File: config.mk
export PLATFORM = sky130hd
export DESIGN_NAME = rnpc_top
export DESIGN_NICKNAME = d
export VERILOG_FILES = /design/src/rnpc_pkg.sv /design/src/rnpc_top.sv /design/src/rnpc_sync.sv
export VERILOG_INCLUDE_DIRS = /design/src /design/src/src
export SDC_FILE = /design/constraint.sdc
export NUM_CORES = 1
export LEC_CHECK = 0
export ABC_CLOCK_PERIOD_IN_PS = 3200
export CORE_MARGIN = 2
export CORE_UTILIZATION = 60
export DETAILED_ROUTE_END_ITERATION = 8
export DONT_BUFFER_PORTS = 1
export GPL_ROUTABILITY_DRIVEN = 0
export PLACE_DENSITY = 0.78
export RECOVER_POWER = 25
export SLEW_MARGIN = 10
export SYNTH_ARGS = -nofsm -noshare
export SYNTH_HDL_FRONTEND = slang
export SYNTH_SLANG_ARGS = --single-unit
export TNS_END_PERCENT = 20
File: constraint.sdc
create_clock -name CLK -period 3.2 [get_ports CLK]
set_input_delay 0.16 -clock CLK [delete_from_list [all_inputs] [get_ports CLK]]
set_output_delay 0.16 -clock CLK [all_outputs]
set_load 0.1 [all_outputs]
File: src/rnpc_map.svh
`ifndef RNPC_MAP_SVH
`define RNPC_MAP_SVH
`define RNPC_MIN_LOW_NS    64
`define RNPC_CLK_NS        8
`define RNPC_MIN_LOW_CYC   ((`RNPC_MIN_LOW_NS + `RNPC_CLK_NS - 1) / `RNPC_CLK_NS)
`define RNPC_SEQ_NS        1024
`define RNPC_SEQ_CYC       (`RNPC_SEQ_NS / `RNPC_CLK_NS)
`define RNPC_CNT_W         8
`define RNPC_CNT_ZERO      8'h00
`define RNPC_CNT_ONE       8'h01
`define RNPC_PIN_NUM       3
`define RNPC_PIN_RST       0
`define RNPC_PIN_NMI       1
`define RNPC_PIN_RPD       2
`endif

File: src/rnpc_pkg.sv
`default_nettype none
package rnpc_pkg;
    typedef enum logic [1:0] {
        RNPC_RUN  = 2'b00,
        RNPC_SEQ  = 2'b01,
        RNPC_INIT = 2'b10,
        RNPC_PWD  = 2'b11
    } rnpc_state_e;

    typedef struct packed {
        logic powerdown_instruction;
        logic end_of_init_instruction;
        logic sw_reset;
        logic wdt_reset;
    } rnpc_cpu_s;
endpackage : rnpc_pkg
`default_nettype wire

File: src/rnpc_top.sv
`timescale 1ns/1ps
`default_nettype none
`include "rnpc_map.svh"
module rnpc_top
    import rnpc_pkg::*;
(
    // Clock and reset
    input  wire logic       CLK,
    input  wire logic       ARST_N,
    // Reset pin, open drain
    input  wire logic       EXT_RESET_IN_I,
    output logic            EXT_RESET_IN_O,
    output logic            EXT_RESET_IN_OE,
    output logic            RESET_INDICATION_OUT,
    // Interrupt and timing pins
    input  wire logic       NMI_N,
    input  wire logic       POWERDOWN_RETURN_TIMING_PIN,
    // CPU side
    input  wire rnpc_cpu_s  CPU,
    input  wire logic       BIDIR_RESET_ENABLE,
    input  wire logic       POWERDOWN_CONFIG_BIT,
    output logic            CORE_RESET,
    output logic            NMI_TRAP,
    output logic            POWERDOWN_MODE,
    output logic            ASYNC_RESET_SEL
);
    ////////////////////////////////////////////////////////////////////////
    // Raw and synchronised pin levels
    logic                          rst_s;
    logic                          nmi_s;
    logic                          rpd_s;
    logic [`RNPC_PIN_NUM-1:0]      pin_raw;
    wire logic [`RNPC_PIN_NUM-1:0] pin_s;
    // Edge memory, filter and sequence state
    logic                          nmi_prev_q;
    logic [`RNPC_CNT_W-1:0]        low_q;
    logic [`RNPC_CNT_W-1:0]        seq_q;
    rnpc_state_e                   st_q;
    // Reset sources
    logic                          hw_rst;
    logic                          any_rst;
    genvar                         gi;

    ////////////////////////////////////////////////////////////////////////
    // Shared state decodes
    function automatic logic in_seq(input rnpc_state_e st);
        return st == RNPC_SEQ;
    endfunction : in_seq

    // Indication only rises once the CPU has left initialisation
    function automatic logic released(input rnpc_state_e st);
        return st == RNPC_RUN || st == RNPC_PWD;
    endfunction : released

    ////////////////////////////////////////////////////////////////////////
    // Pins are asynchronous to CLK; bit order follows the pin indices
    assign pin_raw = {POWERDOWN_RETURN_TIMING_PIN, NMI_N, EXT_RESET_IN_I};

    generate
        for (gi = 0; gi < `RNPC_PIN_NUM; gi = gi + 1)
        begin : g_sync
            rnpc_sync u_sync
            (
                .clk    (CLK),
                .arst_n (ARST_N),
                .din    (pin_raw[gi]),
                .dout   (pin_s[gi])
            );
        end
    endgenerate

    assign rst_s = pin_s[`RNPC_PIN_RST];
    assign nmi_s = pin_s[`RNPC_PIN_NMI];
    assign rpd_s = pin_s[`RNPC_PIN_RPD];

    ////////////////////////////////////////////////////////////////////////
    // Low-time filter; our own drive is masked so it cannot retrigger
    always_ff @(posedge CLK or negedge ARST_N)
    begin
        if (!ARST_N)
            low_q <= `RNPC_CNT_ZERO;
        else if (rst_s || EXT_RESET_IN_OE)
            low_q <= `RNPC_CNT_ZERO;
        else if (low_q != `RNPC_CNT_W'(`RNPC_MIN_LOW_CYC))
            low_q <= low_q + `RNPC_CNT_ONE;
    end
    assign hw_rst = (low_q == `RNPC_CNT_W'(`RNPC_MIN_LOW_CYC - 1))
                    && !rst_s && !EXT_RESET_IN_OE;
    assign any_rst = hw_rst || CPU.sw_reset || CPU.wdt_reset;

    ////////////////////////////////////////////////////////////////////////
    always_ff @(posedge CLK or negedge ARST_N)
    begin
        if (!ARST_N)
        begin
            st_q  <= RNPC_SEQ;
            seq_q <= `RNPC_CNT_ZERO;
        end
        else if (any_rst)
        begin
            st_q  <= RNPC_SEQ;
            seq_q <= `RNPC_CNT_ZERO;
        end
        else
        begin
            case (st_q)
                RNPC_SEQ:
                begin
                    if (seq_q == `RNPC_CNT_W'(`RNPC_SEQ_CYC - 1))
                        st_q <= RNPC_INIT;
                    else
                        seq_q <= seq_q + `RNPC_CNT_ONE;
                end
                RNPC_INIT:
                    if (CPU.end_of_init_instruction)
                        st_q <= RNPC_RUN;
                RNPC_RUN:
                    // Bit set: mode not gated by the interrupt pin
                    if (CPU.powerdown_instruction
                        && (POWERDOWN_CONFIG_BIT || !nmi_s))
                        st_q <= RNPC_PWD;
                RNPC_PWD:
                    // Wake on timing pin high; interrupt low unless bit set
                    if (rpd_s && (!nmi_s || POWERDOWN_CONFIG_BIT))
                        st_q <= RNPC_RUN;
                default:
                    st_q <= RNPC_SEQ;
            endcase
        end
    end

    ////////////////////////////////////////////////////////////////////////
    always_ff @(posedge CLK or negedge ARST_N)
    begin
        if (!ARST_N)
        begin
            CORE_RESET           <= 1'h1;
            RESET_INDICATION_OUT <= 1'h0;
            EXT_RESET_IN_O       <= 1'h0;
            EXT_RESET_IN_OE      <= 1'h0;
            POWERDOWN_MODE       <= 1'h0;
            ASYNC_RESET_SEL      <= 1'h0;
        end
        else
        begin
            CORE_RESET           <= any_rst || in_seq(st_q);
            RESET_INDICATION_OUT <= !any_rst && released(st_q);
            EXT_RESET_IN_O       <= 1'h0;
            EXT_RESET_IN_OE      <= BIDIR_RESET_ENABLE
                                    && in_seq(st_q) && !any_rst;
            POWERDOWN_MODE       <= (st_q == RNPC_PWD);
            // Low level on timing pin selects asynchronous reset
            ASYNC_RESET_SEL      <= !rpd_s;
        end
    end

    always_ff @(posedge CLK or negedge ARST_N)
    begin
        if (!ARST_N)
        begin
            nmi_prev_q <= 1'h1;
            NMI_TRAP   <= 1'h0;
        end
        else
        begin
            nmi_prev_q <= nmi_s;
            NMI_TRAP   <= nmi_prev_q && !nmi_s;
        end
    end

    ////////////////////////////////////////////////////////////////////////
    a_nmi_trap_edge: assert property (@(posedge CLK)
        disable iff (!ARST_N) $fell(nmi_s) |=> NMI_TRAP)
        else $error("trap missing after falling edge");
    a_trap_pulse: assert property (@(posedge CLK)
        disable iff (!ARST_N) NMI_TRAP |=> !NMI_TRAP)
        else $error("trap longer than one cycle");
    a_pwd_blocked: assert property (@(posedge CLK)
        disable iff (!ARST_N)
        (st_q == RNPC_RUN && CPU.powerdown_instruction && nmi_s
         && !POWERDOWN_CONFIG_BIT && !any_rst) |=> st_q == RNPC_RUN)
        else $error("power-down taken with interrupt pin high");
    a_pwd_taken: assert property (@(posedge CLK)
        disable iff (!ARST_N)
        (st_q == RNPC_RUN && CPU.powerdown_instruction && !nmi_s
         && !any_rst) |=> ##1 POWERDOWN_MODE)
        else $error("power-down not entered");
    a_pwd_wake: assert property (@(posedge CLK)
        disable iff (!ARST_N)
        (st_q == RNPC_PWD && rpd_s && (!nmi_s || POWERDOWN_CONFIG_BIT)
         && !any_rst) |=> st_q == RNPC_RUN)
        else $error("no return from power-down");
    a_async_sel: assert property (@(posedge CLK)
        disable iff (!ARST_N) !rpd_s |=> ASYNC_RESET_SEL)
        else $error("reset selection does not follow timing pin");
    a_reset_indication_out_low: assert property (@(posedge CLK)
        disable iff (!ARST_N)
        (any_rst || in_seq(st_q)) |=> !RESET_INDICATION_OUT)
        else $error("indication high during reset");
    a_reset_indication_out_end_of_init_instruction: assert property (@(posedge CLK)
        disable iff (!ARST_N)
        (st_q == RNPC_INIT && CPU.end_of_init_instruction && !any_rst)
        ##1 !any_rst |=> RESET_INDICATION_OUT)
        else $error("indication not released");
    a_bidir_drive: assert property (@(posedge CLK)
        disable iff (!ARST_N)
        EXT_RESET_IN_OE |-> BIDIR_RESET_ENABLE || $past(BIDIR_RESET_ENABLE))
        else $error("reset line driven without enable");
    a_drive_low: assert property (@(posedge CLK)
        disable iff (!ARST_N) EXT_RESET_IN_OE |-> !EXT_RESET_IN_O)
        else $error("reset line driven high");
    a_drive_idle: assert property (@(posedge CLK)
        disable iff (!ARST_N) !BIDIR_RESET_ENABLE |=> !EXT_RESET_IN_OE)
        else $error("reset line driven in plain reset mode");
    a_hw_reset: assert property (@(posedge CLK)
        disable iff (!ARST_N)
        hw_rst |=> in_seq(st_q) && seq_q == `RNPC_CNT_ZERO)
        else $error("filtered reset not taken");
    a_seq_len: assert property (@(posedge CLK)
        disable iff (!ARST_N)
        (in_seq(st_q) && !any_rst
         && seq_q == `RNPC_CNT_W'(`RNPC_SEQ_CYC - 1)) |=> st_q == RNPC_INIT)
        else $error("reset sequence length wrong");
endmodule : rnpc_top
`default_nettype wire

File: src/rnpc_sync.sv
`timescale 1ns/1ps
`default_nettype none
module rnpc_sync
(
    input  wire logic clk,
    input  wire logic arst_n,
    input  wire logic din,
    output logic      dout
);
    logic [2:0] s_q;
    always_ff @(posedge clk or negedge arst_n)
    begin
        if (!arst_n)
            s_q <= 3'h7;
        else
            s_q <= {s_q[1:0], din};
    end
    // Change accepted once stages two and three agree
    always_ff @(posedge clk or negedge arst_n)
    begin
        if (!arst_n)
            dout <= 1'h1;
        else if (s_q[1] == s_q[2])
            dout <= s_q[2];
    end
endmodule : rnpc_sync
`default_nettype wire

==> results.md, run 1 <==
GRT:
- The number of global-route vias before repair came to 1082.
- Global routing consumed, over all layers together, 20.2% of the routing resources.
- The initial antenna violation count is 0.
- The wire length of the first global-routing pass is 4750 um.
- Entering global routing, the biggest net connects 38 pins.
- The aggregate global routing overflow is 0.

Yosys:
- The cell type with the largest total area after synthesis is sky130_fd_sc_hd__dfrtp_1.
- In this run the mean area of a mapped cell was 11.8 um2.
- Counting flops and latches in the post-synthesis netlist gives 37.
- For this run, the number of Yosys warnings is 0.
- The number of different library cells used by synthesis comes to 39.
- After synthesis, the largest area contributor takes up 33.5% of total cell area.
- Summing the sequential cell areas from Yosys gives 57.4% of the chip area.
- The mapped netlist covers 1650 um2.
- Yosys attributes the largest share of cell area to sky130_fd_sc_hd__dfrtp_1, sky130_fd_sc_hd__dfstp_2, sky130_fd_sc_hd__ha_1.
- The synthesized instance count is 139.
- The number of nets handed over by synthesis was 158.

Min path:
- The path class of the lowest-slack min-delay path is primary input to flip-flop.
- The source of the worst hold timing path is CPU[0].
- The number of cells on the worst hold path is 3.
- The worst hold endpoint is seq_q[7].

Cells and area:
- Fill cells in the final layout number 179.
- The proportion of layout cells with a drive suffix above 1 is 22.7%.
- The repair_antennas step left the layout with diodes totalling 0.
- After the last flow step, the layout net total stands at 168.
- The area occupied by multi-input gates is 639 um2.
- The layout overhead on the synthesized area is 8.06%.
- Summing all flip-flop and latch instances after layout gives 945 um2.

Worst setup path:
- The count of buffering cells on the critical path with inverters included is 0.
- The startpoint identified for the worst register-to-register timing path is low_q[5].
- The delay of the slowest cell on the worst path is 0.71 ns.
- The signal on the critical path passes through or4_4 > o41ai_4 > a41o_2 > a21oi_1.
- The type of origin of the critical path is a flip-flop.
- STA puts the critical path data required time at 3.44 ns.
- Among cell families on the critical path, the largest total delay comes from compound AO/OA/AOI/OAI gates.
- The startpoint-to-endpoint class of the critical path is flip-flop to flip-flop.
- For the worst flop-to-flop path, the logic depth is 4.
- The cell with the largest stage delay on the worst path is sky130_fd_sc_hd__o41ai_4.
- The logic depth of the worst setup path including buffers is 4.
- The reg-to-reg critical path endpoint is st_q[1].
- At the worst endpoint, the arrival time is 2.32 ns.
- In this run the worst path has a maximum fanout of 13.
- The worst register-to-register path has a setup slack of 1.13 ns.
- The element type at the critical path end is a flip-flop.

Timing:
- The portion of the clock cycle consumed by the worst path in the final layout is 64.8%.
- For the pin with the worst max-slew slack, the measured transition is 1.79 ns.
- The total negative slack for setup checks is 0 ns.
- The max-slew violation total from the final report was 38.
- The hold violation count in the final report was 0.
- The highest attainable clock frequency is 483 MHz.
- Setup violations remaining at the end of the flow were counted as 0.
- Setup repair after global routing left no endpoint under its margin.
- Subtracting the final worst setup slack from the clock period gives 2.07 ns.
- Measured against its own limit, the worst slew margin works out to -19.6%.
- Final hold analysis gives a worst-case slack of 0.0716 ns.
- The worst clock skew is 0.0101 ns.

Route:
- The number of nets with antenna violations after routing is 0.
- The first routing iteration left 31 violations.
- The per-cell routed wire length is 15.1 um.
- The total iterations of the first detailed-routing run is 4.
- The mean number of vias per cell is 5.91.
- After detailed routing, the number of remaining DRC violations is 0.
- The total number of vias is 1064.
- After detailed routing, the total wire length is 2710 um.

CTS:
- The H-tree was split into 2 levels.
- The total of hold buffers inserted after clock tree synthesis is 6.
- The TritonCTS buffer count is 5.
- Buffers added to address setup during post-CTS repair amount to 0.
- After clock tree synthesis, the clock-pin slew on the worst setup and hold paths is 0.12 ns.
- The TritonCTS sink count is 37.
- In this run the clock root is driven by a sky130_fd_sc_hd__clkbuf_4.
- The TritonCTS clock tree is built.
- The clock passes through at most 2 buffers.
- At the later pin of the worst-skew pair, clock insertion delay measures 0.35 ns.
- The number of cells upsized or downsized after cts is 0.

Placed design:
- The HPWL after detailed placement is 1820 um.
- The number of buffers inserted by port buffering is 0.

Power:
- For this design the ratio of total power to cell area is 482 nW/um2.
- In this run the power spent charging and discharging nets is 231 uW.
- The register share of total power is 61.6%.
- The internal power component is 625 uW.
- The static power due to leakage is 0.793 nW.
- The combinational share of power is 7.2%.
- Across the VDD grid, the largest voltage drop is 453 uV.
- The clock power share is 31.2%.
- The switching share of power is 27.0%.

Outcome:
- The checks that failed: capacitance limit, slew limit.
- The flow ran to the end, but the final reports show violations.

Job:
- Max-cap violations in this run came to 1.

Die:
- The I/O pin count is 18.
- The floorplan step set the die height to 56.4 um.
- For this configuration, the core starts out at a cell density of 64.7%.
- In this run the core area contains 18 standard-cell rows.
- The region available for standard cell placement spans 2540 um2.
- The floorplan step set the die width to 56.4 um.
- The die covers 3180 um2.
## layer usage
layer / vias up / global-route usage (%) / routed length, um
li1: 496 / - / -
met1: 526 / 23.8 / 1140
met2: 35 / 32.4 / 1370
met3: 7 / 4.84 / 135
met4: 0 / 13.9 / 64
met5: - / 0 / 0
## worst max path at each step
stage / startpoint / end
after floorplan: EXT_RESET_IN_OE / st_q[0]
after global placement: EXT_RESET_IN_OE / st_q[1]
after detailed placement: low_q[5] / st_q[1]
after CTS: low_q[5] / st_q[1]
after global routing: ARST_N / seq_q[4]
final: low_q[5] / st_q[1]
## sequential cells by signal, summed over array words and instances, names as in the netlist
name and flops:
ASYNC_RESET_SEL 1, CORE_RESET 1, EXT_RESET_IN_OE 1, NMI_TRAP 1, POWERDOWN_MODE 1, RESET_INDICATION_OUT 1, g_sync.u_sync.dout 3, g_sync.u_sync.s_q 9
low_q 8, nmi_prev_q 1, seq_q 8, st_q 2
## cells in the final DEF (no fill, tap or decap), types with 2 or more instances in the layout
cell type                       synthesis  routed
sky130_fd_sc_hd__and4_1                 2       2
sky130_fd_sc_hd__a31oi_1                2       2
sky130_fd_sc_hd__maj3_1                 3       3
sky130_fd_sc_hd__clkbuf_4               0       5
sky130_fd_sc_hd__o21ai_0                3       3
sky130_fd_sc_hd__or2_2                  2       2
sky130_fd_sc_hd__nand3_1                8       8
sky130_fd_sc_hd__xnor2_1                2       2
sky130_fd_sc_hd__and3_1                 3       3
sky130_fd_sc_hd__nand2_1                7       7
sky130_fd_sc_hd__a211oi_1               3       3
sky130_fd_sc_hd__dlygate4sd3_1          0       5
sky130_fd_sc_hd__nand4_1                2       2
sky130_fd_sc_hd__dfrtp_1               22      22
sky130_fd_sc_hd__ha_1                   8       8
sky130_fd_sc_hd__mux2i_1                2       2
sky130_fd_sc_hd__a21oi_1                5       5
sky130_fd_sc_hd__inv_1                  8       8
sky130_fd_sc_hd__nor2_1                14      14
sky130_fd_sc_hd__nor2b_1                3       3
sky130_fd_sc_hd__dfstp_2               15      15
sky130_fd_sc_hd__xor2_1                 5       5
## area by class of cell
cell class                 count  share of cell area (%)
sequential                    37                    53.1
timing repair buffer           7                    3.45
tap                           30                    2.11
inverter                       8                    1.69
multi-input combinational     90                    36.0
clock buffer                   6                    2.89
clock inverter                 2                   0.774
## cells in the mapped netlist (all sizes together)
| library cell | n |
|---|---|
| o41ai | 1 |
| maj3 | 3 |
| dfstp | 15 |
| nor2 | 14 |
| o21ai | 3 |
| and4b | 1 |
| o21a | 1 |
| and3b | 1 |
| mux2i | 2 |
| and3 | 4 |
| or3b | 1 |
| xnor2 | 2 |
| and4 | 2 |
| o21bai | 1 |
| a21oi | 5 |
| conb | 1 |
| ha | 8 |
| a211oi | 3 |
| dfrtp | 22 |
| buf | 3 |
| a31oi | 2 |
| nor3 | 2 |
| a41o | 1 |
| nand2 | 7 |
| or2 | 2 |
| nor3b | 1 |
| xor2 | 5 |
| a21bo | 1 |
| nor2b | 3 |
| clkbuf | 1 |
| nand3 | 8 |
| nand4 | 2 |
| or4 | 2 |
| nand2b | 1 |
| inv | 8 |
## power groups by stage
| stage | registers (mW) | logic [mW] | clock network [mW] |
|---|---|---|---|
| 6_report | 0.527 | 0.0618 | 0.267 |
| 3_3_place_gp | 0.535 | 0.0473 | 0 |
| 5_1_grt | 0.531 | 0.0697 | 0.296 |
| 3_5_place_dp | 0.536 | 0.0493 | 0 |
| 2_1_floorplan | 0.536 | 0.0417 | 0 |
| 4_1_cts | 0.528 | 0.0660 | 0.276 |
## cells by family after synthesis
logic type      Yosys count  share of synthesized area [%]
simple gates             51                           17.1
flops                    37                           57.4
compound gates           18                           8.67
buf+inv                  12                           3.73
fa+ha+maj                11                           7.91
xor+xnor                  7                           3.73
mux                       2                           1.22
other cells               1                          0.228
## worst reg2reg max path, stage by stage, from the launching register on
cell	delay [ns]
sky130_fd_sc_hd__dfrtp_1	0.43
sky130_fd_sc_hd__or4_4	0.58
sky130_fd_sc_hd__o41ai_4	0.71
sky130_fd_sc_hd__a41o_2	0.20
sky130_fd_sc_hd__a21oi_1	0.05
## metrics by stage
step	cell area, um2	worst slack (ns)	util [%]	power, mW	std cells
3_5_place_dp	1660	1.14	65.2	0.585	166
4_1_cts	1790	1.12	70.5	0.870	180
5_1_grt	1780	0.849	69.9	0.896	180
6_report	1780	1.13	69.9	0.856	180
2_1_floorplan	1650	1.21	-	0.578	139
3_3_place_gp	1660	1.19	65.2	0.583	166
Power figures use the tool's default switching activity.
==> run 2, diff against run 1 <==
--- a/config.mk
+++ b/config.mk
@@ -6,13 +6,13 @@
 export SDC_FILE = /design/constraint.sdc
 export NUM_CORES = 1
 export LEC_CHECK = 0
-export ABC_CLOCK_PERIOD_IN_PS = 3200
+export ABC_CLOCK_PERIOD_IN_PS = 1850
 export CORE_MARGIN = 2
-export CORE_UTILIZATION = 60
+export CORE_UTILIZATION = 55
 export DETAILED_ROUTE_END_ITERATION = 8
 export DONT_BUFFER_PORTS = 1
 export GPL_ROUTABILITY_DRIVEN = 0
-export PLACE_DENSITY = 0.78
+export PLACE_DENSITY = 0.75
 export RECOVER_POWER = 25
 export SLEW_MARGIN = 10
 export SYNTH_ARGS = -nofsm -noshare
==> constraint.sdc (replaced) <==
create_clock -name CLK -period 1.85 [get_ports CLK]
set_input_delay 0.0925 -clock CLK [delete_from_list [all_inputs] [get_ports CLK]]
set_output_delay 0.0925 -clock CLK [all_outputs]
set_load 0.1 [all_outputs]
==> results.md, run 2 (synthesized netlist as in run 1, its figures left out) <==
Outcome:
- Outcome: finished with violations (unchanged).
- Failing checks: DRC (was capacitance limit, slew limit).

Placed design:
- The number of buffers inserted by port buffering is 0 (unchanged).
- The worst setup slack before clock tree synthesis came to 0.0509 ns (was 1.14 ns).
- The post-placement cell area is 1710 um2 (was 1660 um2).
- The detailed-placement wirelength estimate is 1910 um (was 1820 um).

Route:
- The per-cell routed wire length is 15.3 um (was 15.1 um).
- The total iterations of the first detailed-routing run is 6 (was 4).
- The total number of vias is 1062 (was 1064).
- The number of nets with antenna violations after routing was 0 (unchanged).
- The DRC violation count after routing is 1 (was 0).
- The mean number of vias per cell is 5.65 (was 5.91).
- The DRC marker count from the first detailed-route iteration is 48 (was 31).
- The sum of routed wire length over all layers was 2870 um (was 2710 um).

Worst setup path:
- The type of origin of the critical path was a flip-flop (unchanged).
- The delay of the slowest cell on the worst path came to 0.59 ns (was 0.71 ns).
- The largest fanout on the critical path was 5 (was 13).
- The number of cells on the worst reg-to-reg path is 5 (was 4).
- List of cells traversed by the critical path: ha_2 > and4_4 > nand3_1 > or4_4 > a21oi_2 (was or4_4 > o41ai_4 > a41o_2 > a21oi_1).
- The data arrival at the endpoint of the critical path is 2.05 ns (was 2.32 ns).
- The required time of the critical path is 2.11 ns (was 3.44 ns).
- The cell with the largest stage delay on the worst path is sky130_fd_sc_hd__dfstp_2 (was sky130_fd_sc_hd__o41ai_4).
- The startpoint-to-endpoint class of the critical path is flip-flop to flip-flop (unchanged).
- The element type at the critical path end was a flip-flop (unchanged).

CTS:
- The clock latency of the later-clocked register in the worst-skew pair is 0.34 ns (was 0.35 ns).
- The CTS clock-pin slew for the worst setup and hold paths is 0.10 ns (was 0.12 ns).
- The TritonCTS clock tree is built (unchanged).
- The TritonCTS sink count came to 37 (unchanged).
- The buffer type at the clock tree root is sky130_fd_sc_hd__clkbuf_4 (unchanged).
- The TritonCTS buffer count is 5 (unchanged).
- The maximum clock insertion buffer count is 2 (unchanged).
- The depth of the CTS H-tree is 2 (unchanged).
- The number of buffers added for setup after CTS came to 0 (unchanged).

Power:
- The static power due to leakage is 0.834 nW (was 0.793 nW).
- The largest vdd supply drop is 696 uV (was 453 uV).
- The total power after layout came to 1.57 mW (was 856 uW).
- The switching share of power came to 24.0% (was 27.0%).
- The combinational share of power came to 10.0% (was 7.2%).
- The total net switching power is 376 uW (was 231 uW).
- The internal power component is 1.19 mW (was 625 uW).
- The power per unit of standard cell area is 842 nW/um2 (was 482 nW/um2).
- The clock power share was 33.8% (was 31.2%).
- The register share of total power came to 56.2% (was 61.6%).

Cells and area:
- The number of inserted diodes came to 0 (unchanged).
- The number of filler instances in the final layout is 218 (was 179).
- Largest registers ranked by flip-flop count: g_sync.u_sync.s_q x9, low_q x8, seq_q x8 (unchanged).
- The proportion of layout cells with a drive suffix above 1 came to 29.9% (was 22.7%).
- The final instance area is 1860 um2 (was 1780 um2).
- The net total in the final layout is 175 (was 168).
- The area occupied by multi-input gates is 652 um2 (was 639 um2).
- The number of flip-flops under the largest register name is 9 (unchanged).
- The most flop-heavy register is g_sync.u_sync.s_q (unchanged).
- Commonest non-fill, non-tap cells in the layout: sky130_fd_sc_hd__dfrtp_1, sky130_fd_sc_hd__dfstp_2, sky130_fd_sc_hd__nor2_1, sky130_fd_sc_hd__nand3_1 (was sky130_fd_sc_hd__dfrtp_1, sky130_fd_sc_hd__dfstp_2, sky130_fd_sc_hd__nor2_1).
- The area of all sequential standard cells is 946 um2 (was 945 um2).
- The layout overhead on the synthesized area came to 13.0% (was 8.06%).
- The most frequent standard cell in the layout excluding fill and tap cells is sky130_fd_sc_hd__dfrtp_1 (unchanged).

Timing:
- The normalized max-slew margin is 42.5% (was -19.6%).
- The hold violation count in the final report is 0 (unchanged).
- The total negative slack for setup checks is 0 ns (unchanged).
- The slew at the pin with the worst max-slew slack is 0.862 ns (was 1.79 ns).
- The worst clock skew came to 0.0152 ns (was 0.0101 ns).
- The highest attainable clock frequency is 560 MHz (was 483 MHz).
- The setup violation total in the final timing report is 0 (unchanged).
- The max-slew violation total from the final report was 0 (was 38).
- The shortest clock period the worst path allows after layout is 1.79 ns (was 2.07 ns).
- Setup repair after global routing missed its margin: false (unchanged).
- The portion of the clock cycle consumed by the worst path in the final layout was 96.6% (was 64.8%).
- The post-layout worst setup margin is 0.0631 ns (was 1.13 ns).
- The worst hold slack after final layout is 0.0681 ns (was 0.0716 ns).

Job:
- The max-capacitance violation count came to 0 (was 1).

Die:
- The I/O pin count is 18 (unchanged).
- The starting utilization of the core area came to 58.7% (was 64.7%).
- The die span in y was 58.7 um (was 56.4 um).
- The x dimension of the die was 58.7 um (was 56.4 um).
- The floorplan die area is 3450 um2 (was 3180 um2).
- The site row count came to 19 (was 18).
- The placeable core area is 2810 um2 (was 2540 um2).

GRT:
- The initial antenna violation count is 0 (unchanged).
- The overall routing resource usage is 20.0% (was 20.2%).
- The wire length of the first global-routing pass came to 4980 um (was 4750 um).
- The maximum number of pins on one net before global-route repair is 38 (unchanged).
- The aggregate global routing overflow is 0 (unchanged).
- The number of global-route vias before repair is 1142 (was 1082).

Min path:
- The number of cells on the worst hold path is 4 (was 3).
- The path class of the lowest-slack min-delay path is primary input to flip-flop (unchanged).
==> run 2: cell types whose count changed in the layout (fill, tap and decap cells not counted), sizes merged <==
| cell | before | now |
|---|---|---|
| buf | 1 | 8 |
| bufinv | 0 | 1 |
| clkinv | 2 | 1 |
==> run 2: cell type report <==
class / instances / area share (%)
flip-flops and latches: 37 / 50.9
multi-input cells: 90 / 35.1
repair buffers: 14 / 6.26
clock buffers: 6 / 2.22
well taps: 31 / 2.09
clock inverters: 2 / 1.88
inverters: 8 / 1.62
==> run 2: routing by layer <==
layer	wire [um]	vias up	share of wire (%)	global-route usage, %
li1	-	509	-	-
met3	97	4	3.4	7.25
met2	1470	17	51	34.0
met1	1280	532	44	23.5
met5	0	-	0	0
met4	29	0	1.0	6.82
==> run 2: power by group through the flow <==
stage | clock network [mW] | registers (mW) | logic, mW
2_1_floorplan | 0 | 0.928 | 0.0721
3_3_place_gp | 0 | 0.892 | 0.123
3_5_place_dp | 0 | 0.896 | 0.131
4_1_cts | 0.550 | 0.881 | 0.160
5_1_grt | 0.582 | 0.886 | 0.172
6_report | 0.529 | 0.881 | 0.156
==> run 2: stage by stage <==
stage                     cells  util [%]
after CTS                   187      66.1
after floorplan             139         -
after global routing        188      66.3
after detailed placement    173      60.8
final                       188      66.3
after global placement      173      60.8
==> run 2: repair_timing <==
action	in CTS	in global routing
endpoints found under the setup margin	0	4
hold buffers	6	0
gates resized for setup	0	6
endpoints found under the hold margin	41	0
==> run 2: final timing paths <==
kind,start,end,slack (ns)
max,st_q[0],seq_q[7],0.06
min in group asynchronous,ARST_N,low_q[6],0.41
max reg2reg,st_q[0],seq_q[7],0.06
max in group asynchronous,ARST_N,EXT_RESET_IN_OE,0.83
min,CPU[0],seq_q[0],0.07
min reg2reg,g_sync[2].u_sync.s_q[0],g_sync[2].u_sync.s_q[1],0.36
==> run 2: critical path, delay by kind of cell, from the launching register on <==
family | cells | cell delay, ns
fa+ha+maj | 1 | 0.19
flops | 1 | 0.59
simple gates | 3 | 0.82
compound gates | 1 | 0.13
